==> config.mk <==
export PLATFORM = sky130hd
export DESIGN_NAME = sod_decoder
export DESIGN_NICKNAME = d
export VERILOG_FILES = /design/src/sod_pkg.sv /design/src/sod_decoder.sv /design/src/sod_opcode_table.sv /design/src/sod_param_widen.sv
export VERILOG_INCLUDE_DIRS = /design/src
export SDC_FILE = /design/constraint.sdc
export NUM_CORES = 1
export LEC_CHECK = 0
export BUFFER_PORTS_ARGS = -buffer_cell sky130_fd_sc_hd__buf_2
export CAP_MARGIN = 15
export CORE_MARGIN = 2
export CORE_UTILIZATION = 40
export CTS_CLUSTER_DIAMETER = 200
export DETAILED_ROUTE_END_ITERATION = 8
export SLEW_MARGIN = 20
export SYNTH_ARGS = -nofsm -noshare
export SYNTH_HDL_FRONTEND = slang
export SYNTH_SLANG_ARGS = --single-unit
==> constraint.sdc <==
create_clock -name core_clk_i -period 4.55 [get_ports core_clk_i]
set_clock_uncertainty 0.15 [all_clocks]
set_input_delay 0.91 -clock core_clk_i [delete_from_list [all_inputs] [get_ports core_clk_i]]
set_output_delay 0.91 -clock core_clk_i [all_outputs]
set_load 0.05 [all_outputs]
==> src/sod_regs.svh <==
// Purpose: Opcode values, parameter limits and sizes for the stack opcode decoder
// Assumes: One-byte opcodes, at most four inline parameters
// Notes:   Definitions only
`ifndef SOD_REGS_SVH
`define SOD_REGS_SVH

`define SOD_OP_JUMP_ALWAYS        8'h8A
`define SOD_OP_CALL_EXT_LOCAL     8'h93
`define SOD_OP_CALL_EXT_GLOBAL    8'h94
`define SOD_OP_CALL_EXT_INTERM    8'h95
`define SOD_OP_RETURN_USER_PROC   8'h96
`define SOD_OP_PUSH_STATIC_LINK   8'h99
`define SOD_OP_UNSIGNED_LE        8'hB4
`define SOD_OP_UNSIGNED_GE        8'hB5
`define SOD_OP_SET_SUBSET         8'hB7
`define SOD_OP_SET_SUPERSET       8'hB8
`define SOD_OP_BYTES_EQUAL        8'hB9
`define SOD_OP_BYTES_LE           8'hBA
`define SOD_OP_BYTES_GE           8'hBB
`define SOD_OP_SWAP_TOP           8'hBD
`define SOD_OP_REAL_ADD           8'hC0
`define SOD_OP_REAL_SUBTRACT      8'hC1
`define SOD_OP_REAL_MULTIPLY      8'hC2
`define SOD_OP_REAL_DIVIDE        8'hC3
`define SOD_OP_STORE_PACKED       8'hCA
`define SOD_OP_SUBRANGE_CHECK     8'hCB
`define SOD_OP_JUMP_FALSE_EQ      8'hD2
`define SOD_OP_JUMP_FALSE_NE      8'hD3
`define SOD_OP_INTEGER_ABSOLUTE   8'hE0
`define SOD_OP_INTEGER_NEGATE     8'hE1
`define SOD_OP_REAL_ABSOLUTE      8'hE3

`define SOD_MAX_PARAMS            3'h4
`define SOD_BIG_SHORT_LIMIT       8'h7F
`define SOD_SIGN_BIT              7
`define SOD_RESET_WORD            16'h0000

`endif

==> src/sod_pkg.sv <==
// Purpose: Types shared by the stack opcode decoder files
// Assumes: Constants live in sod_regs.svh
// Notes:   Parameter kinds travel as a 3-bit code per slot
package sod_pkg;

  typedef enum logic [2:0] {
    SOD_PK_NONE      = 3'b000,
    SOD_PK_UNSIGNED  = 3'b001,
    SOD_PK_SIGNED    = 3'b010,
    SOD_PK_DONT_CARE = 3'b011,
    SOD_PK_BIG       = 3'b100,
    SOD_PK_WORD      = 3'b101
  } sod_pkind_t;

  typedef enum logic [4:0] {
    SOD_OC_ILLEGAL           = 5'h00,
    SOD_OC_UNSIGNED_LE       = 5'h01,
    SOD_OC_UNSIGNED_GE       = 5'h02,
    SOD_OC_INTEGER_ABSOLUTE  = 5'h03,
    SOD_OC_INTEGER_NEGATE    = 5'h04,
    SOD_OC_SUBRANGE_CHECK    = 5'h05,
    SOD_OC_REAL_ABSOLUTE     = 5'h06,
    SOD_OC_SET_SUBSET        = 5'h07,
    SOD_OC_SET_SUPERSET      = 5'h08,
    SOD_OC_BYTES_EQUAL       = 5'h09,
    SOD_OC_BYTES_LE          = 5'h0A,
    SOD_OC_BYTES_GE          = 5'h0B,
    SOD_OC_JUMP_ALWAYS       = 5'h0C,
    SOD_OC_JUMP_FALSE_EQ     = 5'h0D,
    SOD_OC_JUMP_FALSE_NE     = 5'h0E,
    SOD_OC_CALL_EXT_LOCAL    = 5'h0F,
    SOD_OC_CALL_EXT_GLOBAL   = 5'h10,
    SOD_OC_CALL_EXT_INTERM   = 5'h11,
    SOD_OC_RETURN_USER_PROC  = 5'h12,
    SOD_OC_PUSH_STATIC_LINK  = 5'h13,
    SOD_OC_SWAP_TOP          = 5'h14,
    SOD_OC_STORE_PACKED      = 5'h15,
    SOD_OC_REAL_ADD          = 5'h16,
    SOD_OC_REAL_SUBTRACT     = 5'h17,
    SOD_OC_REAL_MULTIPLY     = 5'h18,
    SOD_OC_REAL_DIVIDE       = 5'h19
  } sod_opclass_t;

  typedef enum logic [1:0] {
    SOD_ST_OPCODE = 2'b00,
    SOD_ST_FIRST  = 2'b01,
    SOD_ST_SECOND = 2'b10
  } sod_state_t;

endpackage

==> src/sod_decoder.sv <==
// Purpose: Byte-serial instruction decoder for a stack intermediate-code machine
// Assumes: Fetch unit offers one byte per cycle with a valid strobe
// Notes:   Result is a one-cycle pulse; parameters collected before it fires
`timescale 1ns/1ps
`default_nettype none
`include "sod_regs.svh"

module sod_decoder #(
  parameter int unsigned MAX_PARAMS = 4
) (
  // Clock and reset
  input  wire logic                 core_clk_i,
  input  wire logic                 nrst_i,
  // Byte stream from fetch unit
  input  wire logic                 byte_valid_i,
  input  wire logic [7:0]           byte_i,
  // Decode result to sequencer
  output logic                      done_o,
  output sod_pkg::sod_opclass_t     opclass_o,
  output logic [7:0]                opcode_o,
  output logic                      illegal_o,
  output logic                      real_trap_en_o,
  output logic [2:0]                nparams_o,
  output logic [11:0]               kinds_o,
  output logic [15:0]               param0_o,
  output logic [15:0]               param1_o,
  output logic [15:0]               param2_o,
  output logic [15:0]               param3_o,
  // Pending information to fetch unit
  output logic                      busy_o,
  output logic [2:0]                pending_o,
  output sod_pkg::sod_pkind_t       next_kind_o
);
  import sod_pkg::*;

  // Slot logic below is written for exactly four parameter words
  if (MAX_PARAMS != 4) begin : g_bad_params
    $error("sod_decoder supports exactly four parameter slots");
  end

  // Table lookup on the incoming byte
  sod_opclass_t tbl_class;
  logic [2:0]   tbl_n;
  sod_pkind_t   tbl_k0, tbl_k1, tbl_k2, tbl_k3;

  sod_opcode_table u_table (
    .opcode_i  (byte_i),
    .opclass_o (tbl_class),
    .nparams_o (tbl_n),
    .kind0_o   (tbl_k0),
    .kind1_o   (tbl_k1),
    .kind2_o   (tbl_k2),
    .kind3_o   (tbl_k3)
  );

  // Held instruction
  sod_state_t   state;
  sod_opclass_t cls;
  logic [7:0]   opc;
  logic [2:0]   total;
  logic [2:0]   idx;
  logic [11:0]  kinds;
  logic [7:0]   first;
  logic [15:0]  params [0:3];

  function automatic sod_pkind_t kind_at(input logic [11:0] k, input logic [2:0] i);
    kind_at = sod_pkind_t'(k[3*i[1:0] +: 3]);
  endfunction

  function automatic logic is_real_arith(input sod_opclass_t c);
    is_real_arith = (c == SOD_OC_REAL_ADD) || (c == SOD_OC_REAL_SUBTRACT) ||
                    (c == SOD_OC_REAL_MULTIPLY) || (c == SOD_OC_REAL_DIVIDE);
  endfunction

  wire sod_pkind_t cur_kind = kind_at(kinds, idx);
  wire logic [11:0] tbl_kinds = {tbl_k3, tbl_k2, tbl_k1, tbl_k0};

  // Widening; single-byte kinds finish in FIRST, two-byte ones in SECOND
  logic [15:0] wide_one, wide_two;
  logic        need_two;

  sod_param_widen u_widen_one (
    .kind_i   (cur_kind),
    .first_i  (byte_i),
    .second_i (8'h00),
    .word_o   (wide_one),
    .two_o    (need_two)
  );

  sod_param_widen u_widen_two (
    .kind_i   (cur_kind),
    .first_i  (first),
    .second_i (byte_i),
    .word_o   (wide_two),
    .two_o    ()
  );

  wire logic take_op    = byte_valid_i && (state == SOD_ST_OPCODE);
  wire logic take_first = byte_valid_i && (state == SOD_ST_FIRST);
  wire logic take_sec   = byte_valid_i && (state == SOD_ST_SECOND);
  wire logic param_end  = (take_first && !need_two) || take_sec;
  wire logic last_param = param_end && (idx == total - 3'h1);
  wire logic finish     = (take_op && tbl_n == 3'h0) || last_param;
  wire logic [15:0] last_word = take_sec ? wide_two : wide_one;
  // Held slots clear only on the opcode edge, so a nullary opcode must not show them
  wire logic [3:0]  slot_hit  = last_param ? (4'h1 << idx[1:0]) : 4'h0;

  sod_state_t next_state;
  always_comb begin
    next_state = state;
    unique case (state)
      SOD_ST_OPCODE: if (take_op && tbl_n != 3'h0) next_state = SOD_ST_FIRST;
      SOD_ST_FIRST:  if (take_first) next_state = need_two ? SOD_ST_SECOND :
                                            (last_param ? SOD_ST_OPCODE : SOD_ST_FIRST);
      SOD_ST_SECOND: if (take_sec) next_state = last_param ? SOD_ST_OPCODE : SOD_ST_FIRST;
      default:       next_state = SOD_ST_OPCODE;
    endcase
  end

  always_ff @(posedge core_clk_i) begin
    if (!nrst_i) begin
      state <= SOD_ST_OPCODE;
      cls   <= SOD_OC_ILLEGAL;
      opc   <= 8'h00;
      total <= 3'h0;
      idx   <= 3'h0;
      kinds <= 12'h000;
      first <= 8'h00;
      for (int i = 0; i < 4; i++) params[i] <= `SOD_RESET_WORD;
    end else begin
      state <= next_state;
      if (take_op) begin
        cls   <= tbl_class;
        opc   <= byte_i;
        total <= tbl_n;
        kinds <= tbl_kinds;
        idx   <= 3'h0;
        for (int i = 0; i < 4; i++) params[i] <= `SOD_RESET_WORD;
      end
      if (take_first) first <= byte_i;
      if (take_first && !need_two) params[idx[1:0]] <= wide_one;
      if (take_sec) params[idx[1:0]] <= wide_two;
      if (param_end) idx <= idx + 3'h1;
    end
  end

  // Registered outputs
  always_ff @(posedge core_clk_i) begin
    if (!nrst_i) begin
      done_o         <= 1'b0;
      opclass_o      <= SOD_OC_ILLEGAL;
      opcode_o       <= 8'h00;
      illegal_o      <= 1'b0;
      real_trap_en_o <= 1'b0;
      nparams_o      <= 3'h0;
      kinds_o        <= 12'h000;
      param0_o       <= `SOD_RESET_WORD;
      param1_o       <= `SOD_RESET_WORD;
      param2_o       <= `SOD_RESET_WORD;
      param3_o       <= `SOD_RESET_WORD;
      busy_o         <= 1'b0;
      pending_o      <= 3'h0;
      next_kind_o    <= SOD_PK_NONE;
    end else begin
      done_o <= finish;
      if (finish) begin
        opclass_o      <= take_op ? tbl_class : cls;
        opcode_o       <= take_op ? byte_i : opc;
        illegal_o      <= take_op ? (tbl_class == SOD_OC_ILLEGAL) : 1'b0;
        real_trap_en_o <= take_op ? is_real_arith(tbl_class) : is_real_arith(cls);
        nparams_o      <= take_op ? tbl_n : total;
        kinds_o        <= take_op ? tbl_kinds : kinds;
        param0_o       <= take_op ? `SOD_RESET_WORD : (slot_hit[0] ? last_word : params[0]);
        param1_o       <= take_op ? `SOD_RESET_WORD : (slot_hit[1] ? last_word : params[1]);
        param2_o       <= take_op ? `SOD_RESET_WORD : (slot_hit[2] ? last_word : params[2]);
        param3_o       <= take_op ? `SOD_RESET_WORD : (slot_hit[3] ? last_word : params[3]);
      end
      busy_o      <= (next_state != SOD_ST_OPCODE);
      pending_o   <= take_op ? tbl_n : (finish ? 3'h0 : total - idx - {2'b00, param_end});
      next_kind_o <= take_op ? tbl_k0 :
                     (finish ? SOD_PK_NONE : kind_at(kinds, idx + {2'b00, param_end}));
    end
  end
endmodule
`default_nettype wire

==> src/sod_opcode_table.sv <==
// Purpose: Pure lookup of operation class and parameter kinds per opcode
// Assumes: Combinational; no clock
// Notes:   Unlisted opcodes come out illegal with no parameters
`timescale 1ns/1ps
`default_nettype none
`include "sod_regs.svh"

module sod_opcode_table (
  // Opcode in
  input  wire logic [7:0]           opcode_i,
  // Decode out
  output sod_pkg::sod_opclass_t     opclass_o,
  output logic [2:0]                nparams_o,
  output sod_pkg::sod_pkind_t       kind0_o,
  output sod_pkg::sod_pkind_t       kind1_o,
  output sod_pkg::sod_pkind_t       kind2_o,
  output sod_pkg::sod_pkind_t       kind3_o
);
  import sod_pkg::*;

  always_comb begin
    opclass_o = SOD_OC_ILLEGAL;
    nparams_o = 3'h0;
    kind0_o   = SOD_PK_NONE;
    kind1_o   = SOD_PK_NONE;
    kind2_o   = SOD_PK_NONE;
    kind3_o   = SOD_PK_NONE;
    case (opcode_i)
      `SOD_OP_UNSIGNED_LE:      opclass_o = SOD_OC_UNSIGNED_LE;
      `SOD_OP_UNSIGNED_GE:      opclass_o = SOD_OC_UNSIGNED_GE;
      `SOD_OP_INTEGER_ABSOLUTE: opclass_o = SOD_OC_INTEGER_ABSOLUTE;
      `SOD_OP_INTEGER_NEGATE:   opclass_o = SOD_OC_INTEGER_NEGATE;
      `SOD_OP_SUBRANGE_CHECK:   opclass_o = SOD_OC_SUBRANGE_CHECK;
      `SOD_OP_REAL_ABSOLUTE:    opclass_o = SOD_OC_REAL_ABSOLUTE;
      `SOD_OP_REAL_ADD:         opclass_o = SOD_OC_REAL_ADD;
      `SOD_OP_REAL_SUBTRACT:    opclass_o = SOD_OC_REAL_SUBTRACT;
      `SOD_OP_REAL_MULTIPLY:    opclass_o = SOD_OC_REAL_MULTIPLY;
      `SOD_OP_REAL_DIVIDE:      opclass_o = SOD_OC_REAL_DIVIDE;
      `SOD_OP_SET_SUBSET:       opclass_o = SOD_OC_SET_SUBSET;
      `SOD_OP_SET_SUPERSET:     opclass_o = SOD_OC_SET_SUPERSET;
      `SOD_OP_SWAP_TOP:         opclass_o = SOD_OC_SWAP_TOP;
      `SOD_OP_STORE_PACKED:     opclass_o = SOD_OC_STORE_PACKED;
      `SOD_OP_BYTES_EQUAL, `SOD_OP_BYTES_LE, `SOD_OP_BYTES_GE: begin
        opclass_o = (opcode_i == `SOD_OP_BYTES_EQUAL) ? SOD_OC_BYTES_EQUAL :
                    (opcode_i == `SOD_OP_BYTES_LE) ? SOD_OC_BYTES_LE : SOD_OC_BYTES_GE;
        nparams_o = 3'h1;
        kind0_o   = SOD_PK_BIG;
      end
      `SOD_OP_JUMP_ALWAYS, `SOD_OP_JUMP_FALSE_EQ, `SOD_OP_JUMP_FALSE_NE: begin
        opclass_o = (opcode_i == `SOD_OP_JUMP_ALWAYS) ? SOD_OC_JUMP_ALWAYS :
                    (opcode_i == `SOD_OP_JUMP_FALSE_EQ) ? SOD_OC_JUMP_FALSE_EQ
                                                          : SOD_OC_JUMP_FALSE_NE;
        nparams_o = 3'h1;
        kind0_o   = SOD_PK_SIGNED;
      end
      `SOD_OP_CALL_EXT_LOCAL, `SOD_OP_CALL_EXT_GLOBAL: begin
        opclass_o = (opcode_i == `SOD_OP_CALL_EXT_LOCAL) ? SOD_OC_CALL_EXT_LOCAL
                                                          : SOD_OC_CALL_EXT_GLOBAL;
        nparams_o = 3'h2;
        kind0_o   = SOD_PK_UNSIGNED;
        kind1_o   = SOD_PK_UNSIGNED;
      end
      `SOD_OP_CALL_EXT_INTERM: begin
        opclass_o = SOD_OC_CALL_EXT_INTERM;
        nparams_o = 3'h3;
        kind0_o   = SOD_PK_UNSIGNED;
        kind1_o   = SOD_PK_DONT_CARE;
        kind2_o   = SOD_PK_UNSIGNED;
      end
      `SOD_OP_RETURN_USER_PROC: begin
        opclass_o = SOD_OC_RETURN_USER_PROC;
        nparams_o = 3'h1;
        kind0_o   = SOD_PK_BIG;
      end
      `SOD_OP_PUSH_STATIC_LINK: begin
        opclass_o = SOD_OC_PUSH_STATIC_LINK;
        nparams_o = 3'h1;
        kind0_o   = SOD_PK_DONT_CARE;
      end
      default: opclass_o = SOD_OC_ILLEGAL;
    endcase
  end

endmodule
`default_nettype wire

==> src/sod_param_widen.sv <==
// Purpose: Widen one or two parameter bytes into a word by parameter kind
// Assumes: Combinational; first byte is the one after the previous parameter
// Notes:   two_o tells whether the second byte is consumed
`timescale 1ns/1ps
`default_nettype none
`include "sod_regs.svh"

module sod_param_widen (
  // Bytes in
  input  wire sod_pkg::sod_pkind_t kind_i,
  input  wire logic [7:0]          first_i,
  input  wire logic [7:0]          second_i,
  // Word out
  output logic [15:0]              word_o,
  output logic                     two_o
);
  import sod_pkg::*;

  wire logic big_long = (first_i > `SOD_BIG_SHORT_LIMIT);

  always_comb begin
    word_o = `SOD_RESET_WORD;
    two_o  = 1'b0;
    case (kind_i)
      SOD_PK_SIGNED:    word_o = {{8{first_i[`SOD_SIGN_BIT]}}, first_i};
      SOD_PK_UNSIGNED,
      SOD_PK_DONT_CARE: word_o = {8'h00, first_i};
      SOD_PK_BIG: begin
        two_o  = big_long;
        word_o = big_long ? {1'b0, first_i[6:0], second_i} : {8'h00, first_i};
      end
      SOD_PK_WORD: begin
        two_o  = 1'b1;
        word_o = {second_i, first_i};
      end
      default: word_o = `SOD_RESET_WORD;
    endcase
  end

endmodule
`default_nettype wire

* Word-level counts from Yosys, hierarchy flattened *
Memories as Yosys holds them, arrays and structs flattened.
Cells that the tools add are included.

storage, ports and cells
  register bits = 143
  latch bits = 0
  RAM bits = 64
  ROM bits = 0
  input bits = 11
  output and inout bits = 102
  word-level logic and storage cells = 172
  memories = 1

operators by class
  add/subtract/negate cells = 5
  $mul = 2
  divide/modulo/power cells = 0
  magnitude comparators = 2
  equality and inequality tests = 41
  shift operators = 3
  muxes and demuxes = 61
  bitwise gates (word level) = 5
  reduce and logical (&&, ||, !) cells = 31

memories
  name    words  width  rd ports  clocked after Yosys merged registers in  wr ports  RTL line           RTL
  params  4      16     4         0                                        4         sod_decoder.sv:64  logic [15:0] params [0:3];

operators by type and width
  operator                                                                number
  16-bit two-way mux                                                      15
  8-bit equality test (second input constant)                             25
  5-bit one-hot mux with 20 select lines                                  1
  16-bit one-hot mux with 4 select lines                                  1
  16-bit one-hot mux with 3 select lines                                  1
  5-bit equality test (second input constant)                             8
  15-bit two-way mux                                                      2
  12-bit by 5-bit indexed part select with 3-bit output                   2
  3-bit two-way mux                                                       7
  5-bit two-way mux                                                       4
  8-bit by 7-bit > comparator with 1-bit output (second input constant)   2
  1-bit two-way mux                                                       16
  16-bit OR reduction                                                     1
  12-bit two-way mux                                                      1
  2-bit two-way mux                                                       6
  2-bit one-hot mux with 3 select lines                                   2
  3-bit one-hot mux with 4 select lines                                   1
  3-bit OR reduction                                                      4
  1-bit logical OR                                                        8
  2-bit by 2-bit multiplier with 4-bit output (first input constant)      2
  8-bit two-way mux                                                       1
  8-bit OR reduction                                                      1
  1-bit logical AND                                                       7
  3-bit by 2-bit equality test with 1-bit output (second input constant)  2
  other kinds (23)                                                        30

* Logic depth before layout (Yosys ltp) *
Gate-level depths: netlist (run 1).

  word-level depth = 13
  depth in mapped cells = 12
  mapped depth without buffers = 9

* Cells and area by module *
Synthesis (run 1) repeated with hierarchy kept, for this count alone.

unflattened totals
  cells, all modules = 980
  area, all modules = 9665.5 um^2

by module, submodules not included
  module                         times used  cells each  area each (um^2)  seq. area each (um^2)
  sod_decoder                    1           784         8391.8            4784.6
  sod_opcode_table               1           87          580.6             0.0
  sod_param_widen (u_widen_two)  1           58          361.6             0.0
  sod_param_widen (u_widen_one)  1           51          331.6             0.0

* Worst setup path before layout (run 1) *
No wires, ideal clock.

  kind = input port to flip-flop
  start = in byte_valid_i
  end = reg next_kind_o[1]
  setup time = 0.128 ns
  data arrival time = 3.126 ns
  required time = 4.272 ns
  slack = 1.146 ns
  cell stages on the path = 10
  cell sequence = clkbuf_1 -> nand3b_1 -> clkbuf_1 -> buf_1 -> o21ai_2 -> ha_1 -> inv_1 -> mux4_2 -> a31oi_1 -> nor2_1

on the way
  longest elaborated chain between the ends = 8

ends and longest elaborated chain
  element                                                RTL line            RTL
  start, declared                                        sod_decoder.sv:15   input wire logic byte_valid_i,
  1-bit logical AND                                      sod_decoder.sv:99   wire logic take_first = byte_valid_i && (state == SOD_ST_FIRST);
  1-bit logical AND                                      sod_decoder.sv:101  wire logic param_end = (take_first && !need_two) || take_sec;
  1-bit logical OR                                       sod_decoder.sv:101
  2-bit by 1-bit adder with 2-bit output                 sod_decoder.sv:181  (finish ? SOD_PK_NONE : kind_at(kinds, idx + {2'b00, param_end}));
  2-bit by 2-bit multiplier with 4-bit output            sod_decoder.sv:67   kind_at = sod_pkind_t'(k[3*i[1:0] +: 3]);
  12-bit by 5-bit indexed part select with 3-bit output  sod_decoder.sv:67
  3-bit two-way mux                                      sod_decoder.sv:181
  3-bit two-way mux *                                    sod_decoder.sv:180  next_kind_o <= take_op ? tbl_k0 :
  end signal, assigned                                   sod_decoder.sv:180
  end, declared                                          sod_decoder.sv:32   output sod_pkg::sod_pkind_t next_kind_o

Mark *: on every way between the ends. The rest lies on a longest branch, timed or not.
A chain may end at the register's enable or synchronous reset.

==> run metrics, run 1 <==
Req. time, crit path=4.53 ns; Tcrit/Tclk final=85.4%; number of I/O pins=113; Worst path max stage delay=0.78 ns; RSZ-0062 raised after global routing=no; GR peak layer=met2; ratio of cells with drive above 1 in the final layout=18.9%; total gr overflow=0; CTS tree=built; dpl cells=1384; Initial DRC Count=928; Crit Path Class=flop to flop; Max Fanout on Critical Path=20; synthesized flop and latch total=~210; Startpoint Class=flop; most common cell after layout, fill and taps aside=nor2_1; WL/cell=19.6 um; core box area=between 20000 and 25000 sq um; H-tree levels=1; vias in the first global route=7370; most frequent cells in the layout=nor2_1, dfxtp_1, buf_2; # Post-CTS Setup Buffers=0; fin crit period=3.89 ns; cell count after synthesis=1015; R2R Setup Slk=approximately 0.66 ns; Rel. slew slack=27.7%; Initial DRT Pass Iterations=5; capture point of the worst reg-to-reg path=params[3][8]; sink of the worst hold path=param2_o[14]; Hold Buf Count CTS=0; IO buf count=112; die width=roughly 160 um; crit path buf inv count=0; global-route wire length before repair=43500 um; Worst R2R Start=idx[0]; Num Clock Sinks=207; DRC=0; M2 GR Usage=roughly a third; asr flop ratio synth=0%; PostCTS Resize Cnt=0; Total GRT Usage=21.3%; Clock Latency Late Sink=between 0.5 and 0.6 ns; ant diodes=0; Netlist cell types=79; crit-path cells=mux4_2 > nand2b_4 > nor2_1 > o21ai_2 > nand3_2 > nand3_1; count of final hold-check violations=0; fill count=2311; worst hold-check path type=flop to flop; sequential fraction of the synthesis area=49.6%; fin. max-slew vios=0; top cell type's share of synthesized area=29.7%; syn_nets=1035; DR vias=8109; Clock transition at path regs=roughly 0.060 ns; DRT antenna net count=0; # rows=56; largest net degree at the start of global routing=90; Crit path depth=6; Netlist Area Pre-Place=about 9700 sq um; CTS buffer count=23; Worst Tran Pin Value=roughly 1.1 ns; Crit-path slowest cell=mux4_2; status=finished, final reports clean; Avg Cell Area, Syn=9.51 sq um; max frequency=257 MHz; HPWL Detailed=19100 um; Non-Filler Instances=1426; Area Overhead vs Synth=15.0%; Worst Path Arrival=roughly 3.9 ns; fin area=11100 sq um; Initial Utilization=about two fifths; hold path cells=2; die area=25400 sq um; reg2reg path depth=6; Final nets=1110; worst hold start=param2_o[14]; die height=159 um; Synth Warn #=0; max cap viols=0; met3 usage=3.54%; cell type with the largest total area after synthesis=dfxtp_1; Pleak=slightly above 4 nW; crit path capture type=flop; dpl cell area=10400 sq um; initial antenna violation count=0; Vias per Instance=approximately 5.7; critical path's top delay family=simple AND/OR/NAND/NOR gates; met1 GRT Util=31.4%; Final setup viols=0; Routed WL=27900 um; Post-synth EDFFs=64; ys flop type=dfxtp_1; CTS max path bufs=3; pwr/cell area=approximately 370 nW/um^2; VDD IR max=between 0.2 and 0.25 mV; top cells by area, synth=dfxtp_1, edfxtp_1, nor2_1; Final TNS setup=0 ns; Routability Congestion=slightly below 0.9; clock root cell=clkbuf_16
[cell usage after synthesis, drive strengths merged (6+ instances only)]
library cell    n
a211oi         16
a21oi          82
a22o           29
a22oi          34
a31oi          39
a32oi           8
and3            7
buf            30
clkbuf         51
dfxtp         143
edfxtp         64
ha              7
inv            20
mux2i          14
mux4            6
nand2          67
nand2b          6
nand3          41
nor2          163
nor2b           8
nor3           11
nor3b          19
o211ai         16
o21ai          43
or3             9
xnor2           6
[cells by family after synthesis]
kind of cell | Yosys count | synth area share, %
mux | 22 | 3.09
flops | 207 | 49.6
fa+ha+maj | 9 | 1.32
xor+xnor | 10 | 1.06
simple gates | 367 | 18.6
buf+inv | 101 | 4.84
compound gates | 299 | 21.5
[stage by stage]
stage | utilization [%] | hold WS (ns) | power [mW] | worst slack, ns
2_1_floorplan | - | 0.299 | 2.25 | 1.15
3_3_place_gp | 43.9 | 0.289 | 2.33 | 0.745
3_5_place_dp | 43.9 | 0.293 | 2.33 | 0.686
4_1_cts | 47.0 | 0.302 | 4.10 | 0.635
5_1_grt | 47.0 | 0.327 | 4.21 | 0.379
6_report | 47.0 | 0.296 | 4.07 | 0.663
[registers in the layout, summed over array words and instances (netlist names), 8 cells and up]
register,flops
opc,8
param1_o,16
param3_o,16
param0_o,16
opcode_o,8
kinds,12
param2_o,16
first,8
kinds_o,12
params,64
[power breakdown]
| part | switching [mW] | leakage [nW] | internal (mW) |
|---|---|---|---|
| clock | 0.754 | 0.353 | 1.02 |
| sequential | 0.0270 | 1.87 | 1.95 |
| combinational | 0.234 | 1.92 | 0.0795 |
| total | 1.01 | 4.14 | 3.06 |
[final cells by class]
class	instances	area [sq um]	share of cell area, %
clock buffers	29	618	5.57
clock inverters	13	101	0.913
inverters	20	75.1	0.677
multi-input cells	707	4410	39.8
flip-flops and latches	207	4780	43.1
well taps	319	399	3.60
repair buffers	131	703	6.34
[worst max path at each step]
stage | start | end
floorplan | byte_valid_i | next_kind_o[1]
global placement | idx[0] | params[3][5]
detailed placement | idx[0] | params[3][14]
CTS | idx[0] | params[3][5]
global route | idx[0] | params[3][5]
finish | idx[0] | params[3][8]
[layer usage]
layer | part of all wire, % | wire length, um
met5 | 0 | 0
met4 | 2.1 | 597
met3 | 6.6 | 1840
met2 | 44 | 12300
met1 | 47 | 13200
[worst register-to-register path, stage by stage (launching register included)]
cell and delay, ns:
dfxtp_1 0.62, mux4_2 0.78, nand2b_4 0.20, nor2_1 0.09, o21ai_2 0.50, nand3_2 0.43
nand3_1 0.74
Note: power is estimated with default switching activity, not from simulation.
==> run 2, diff against run 1 <==
--- a/config.mk
+++ b/config.mk
@@ -6,11 +6,13 @@
 export SDC_FILE = /design/constraint.sdc
 export NUM_CORES = 1
 export LEC_CHECK = 0
+export ABC_CLOCK_PERIOD_IN_PS = 3800
 export BUFFER_PORTS_ARGS = -buffer_cell sky130_fd_sc_hd__buf_2
 export CAP_MARGIN = 15
 export CORE_MARGIN = 2
 export CORE_UTILIZATION = 40
 export CTS_CLUSTER_DIAMETER = 200
+export CTS_CLUSTER_SIZE = 8
 export DETAILED_ROUTE_END_ITERATION = 8
 export SLEW_MARGIN = 20
 export SYNTH_ARGS = -nofsm -noshare
==> constraint.sdc (replaced) <==
create_clock -name core_clk_i -period 3.8 [get_ports core_clk_i]
set_clock_uncertainty 0.15 [all_clocks]
set_input_delay 0.76 -clock core_clk_i [delete_from_list [all_inputs] [get_ports core_clk_i]]
set_output_delay 0.76 -clock core_clk_i [all_outputs]
set_load 0.05 [all_outputs]
==> run metrics, run 2 (synthesis results as in run 1) <==
Req. time, crit path=4.04 ns (-0.49 ns); Routability Congestion=0.919 (+3.3%); Total GRT Usage=21.7% (+0.36 points); Final setup viols=0 (unchanged); hold path cells=2 (unchanged); DRC=0 (unchanged); Max Fanout on Critical Path=15 (-25%); Worst Tran Pin Value=1.08 ns (-0.000447 ns); Startpoint Class=flop; Rel. slew slack=28.1% (+0.35 points); die height=159 um (unchanged); Vias per Instance=5.57 (-2.1%); die width=159 um (unchanged); Reg with most FFs=params; Final nets=1129 (+1.7%); crit path capture type=flop; clock root cell=clkbuf_16; fin crit period=3.33 ns (-0.559 ns); most common cell after layout, fill and taps aside=nor2_1; fill count=2299 (-0.52%); reg2reg path depth=9 (+3); CTS max path bufs=3 (unchanged); max cap viols=0 (unchanged); ratio of cells with drive above 1 in the final layout=19.2% (+0.29 points); H-tree levels=1 (unchanged); total gr overflow=0 (unchanged); Clock Latency Late Sink=0.54 ns (+0.03 ns); DR vias=8059 (-0.62%); Initial Utilization=40.9% (unchanged); WL/cell=19.4 um (-0.89%); fin area=11300 sq um (+1.9%); overall power=5.08 mW (+25%); number of I/O pins=113 (unchanged); Num Clock Sinks=207 (unchanged); Area Overhead vs Synth=17.2%; Crit Path Class=flop to flop; global-route wire length before repair=44100 um (+1.5%); # Post-CTS Setup Buffers=0 (unchanged); core box area=23600 sq um (unchanged); PostCTS Resize Cnt=0 (unchanged); vias in the first global route=7737 (+5.0%); Worst Path Arrival=3.56 ns (-0.31 ns); Initial DRC Count=842 (-9.3%); worst hold-check path type=flop to flop; fin. max-slew vios=0 (unchanged); Routed WL=28100 um (+0.57%); Initial DRT Pass Iterations=5 (unchanged); Pleak=4.24 nW (+2.5%); status=finished, final reports clean; Clock transition at path regs=0.05 ns (about the same); count of final hold-check violations=0 (unchanged); IO buf count=112 (unchanged); HPWL Detailed=19100 um (+0.14%); VDD IR max=0.259 mV (+21%); Hold Buf Count CTS=0 (unchanged); die area=25400 sq um (unchanged); pwr/cell area=449 nW/um^2 (+22%); # rows=56 (unchanged); CTS buffer count=29 (+26%); Final TNS setup=0 ns (unchanged); largest net degree at the start of global routing=80 (-11%); initial antenna violation count=1 (+1); RSZ-0062 raised after global routing=no; CTS tree=built; DRT antenna net count=0 (unchanged); Tcrit/Tclk final=87.6% (+2.1 points); max frequency=300 MHz (+17%); dpl cell area=10500 sq um (+1.2%); Largest register FFs=64 (unchanged); most frequent cells in the layout=nor2_1, dfxtp_1, buf_2
[run 2: cell count changes in the layout (fill, tap and decap cells not counted), moves of 2 or more]
cell and change:
clkbuf_8 -2, clkinv_1 -2, clkbuf_1 +15, clkbuf_16 +6, buf_4 +11, buf_12 +2, clkinvlp_4 -2, clkinv_2 -5
[run 2: worst paths after layout]
kind / start / slack, ns / endpoint
min: param0_o[14] / 0.30 / param0_o[14]
max reg2reg: idx[0] / 0.47 / next_kind_o[0]
min reg2reg: param0_o[14] / 0.30 / param0_o[14]
max: idx[0] / 0.47 / next_kind_o[0]
[run 2: cell type report]
type                       instances  area, sq um  area share, %
sequential                       207         4780           42.3
antenna                            1         2.50         0.0221
clock buffer                      48          797           7.05
clock inverter                     1         8.76         0.0775
multi-input combinational        707         4410           39.0
inverter                          20         75.1          0.664
timing repair buffer             144          826           7.30
tap                              319          399           3.53
[run 2: power by group]
| part | switching, mW | internal, mW |
|---|---|---|
| sequential | 0.0248 | 2.34 |
| combinational | 0.281 | 0.105 |
| clock | 0.923 | 1.40 |
| total | 1.23 | 3.85 |
[run 2: worst max-delay path, stage by stage, from the launching register on]
cell and delay, ns:
dfxtp_1 0.63, mux4_2 0.73, nor2_1 0.21, nor2_1 0.09, o21ai_2 0.20, ha_1 0.27
inv_1 0.14, mux4_2 0.52, a21oi_1 0.18, nor2_1 0.06
[run 2: layer usage]
layer  up-vias  GRT usage, %  part of all wire, %
li1       3914             -                    -
met1      3826          31.6                   47
met2       274          33.5                   44
met3        45          3.52                  6.6
met4         0          5.74                  2.2
met5         -             0                    0
[run 2: stage by stage]
step / hold WS (ns) / setup WS (ns) / instances / utilization (%)
after floorplan: 0.299 / 0.546 / 1015 / -
after global placement: 0.289 / 0.519 / 1397 / 44.5
after detailed placement: 0.292 / 0.467 / 1397 / 44.5
after CTS: 0.299 / 0.453 / 1446 / 47.9
after global routing: 0.322 / 0.238 / 1447 / 47.9
final: 0.295 / 0.472 / 1447 / 47.9
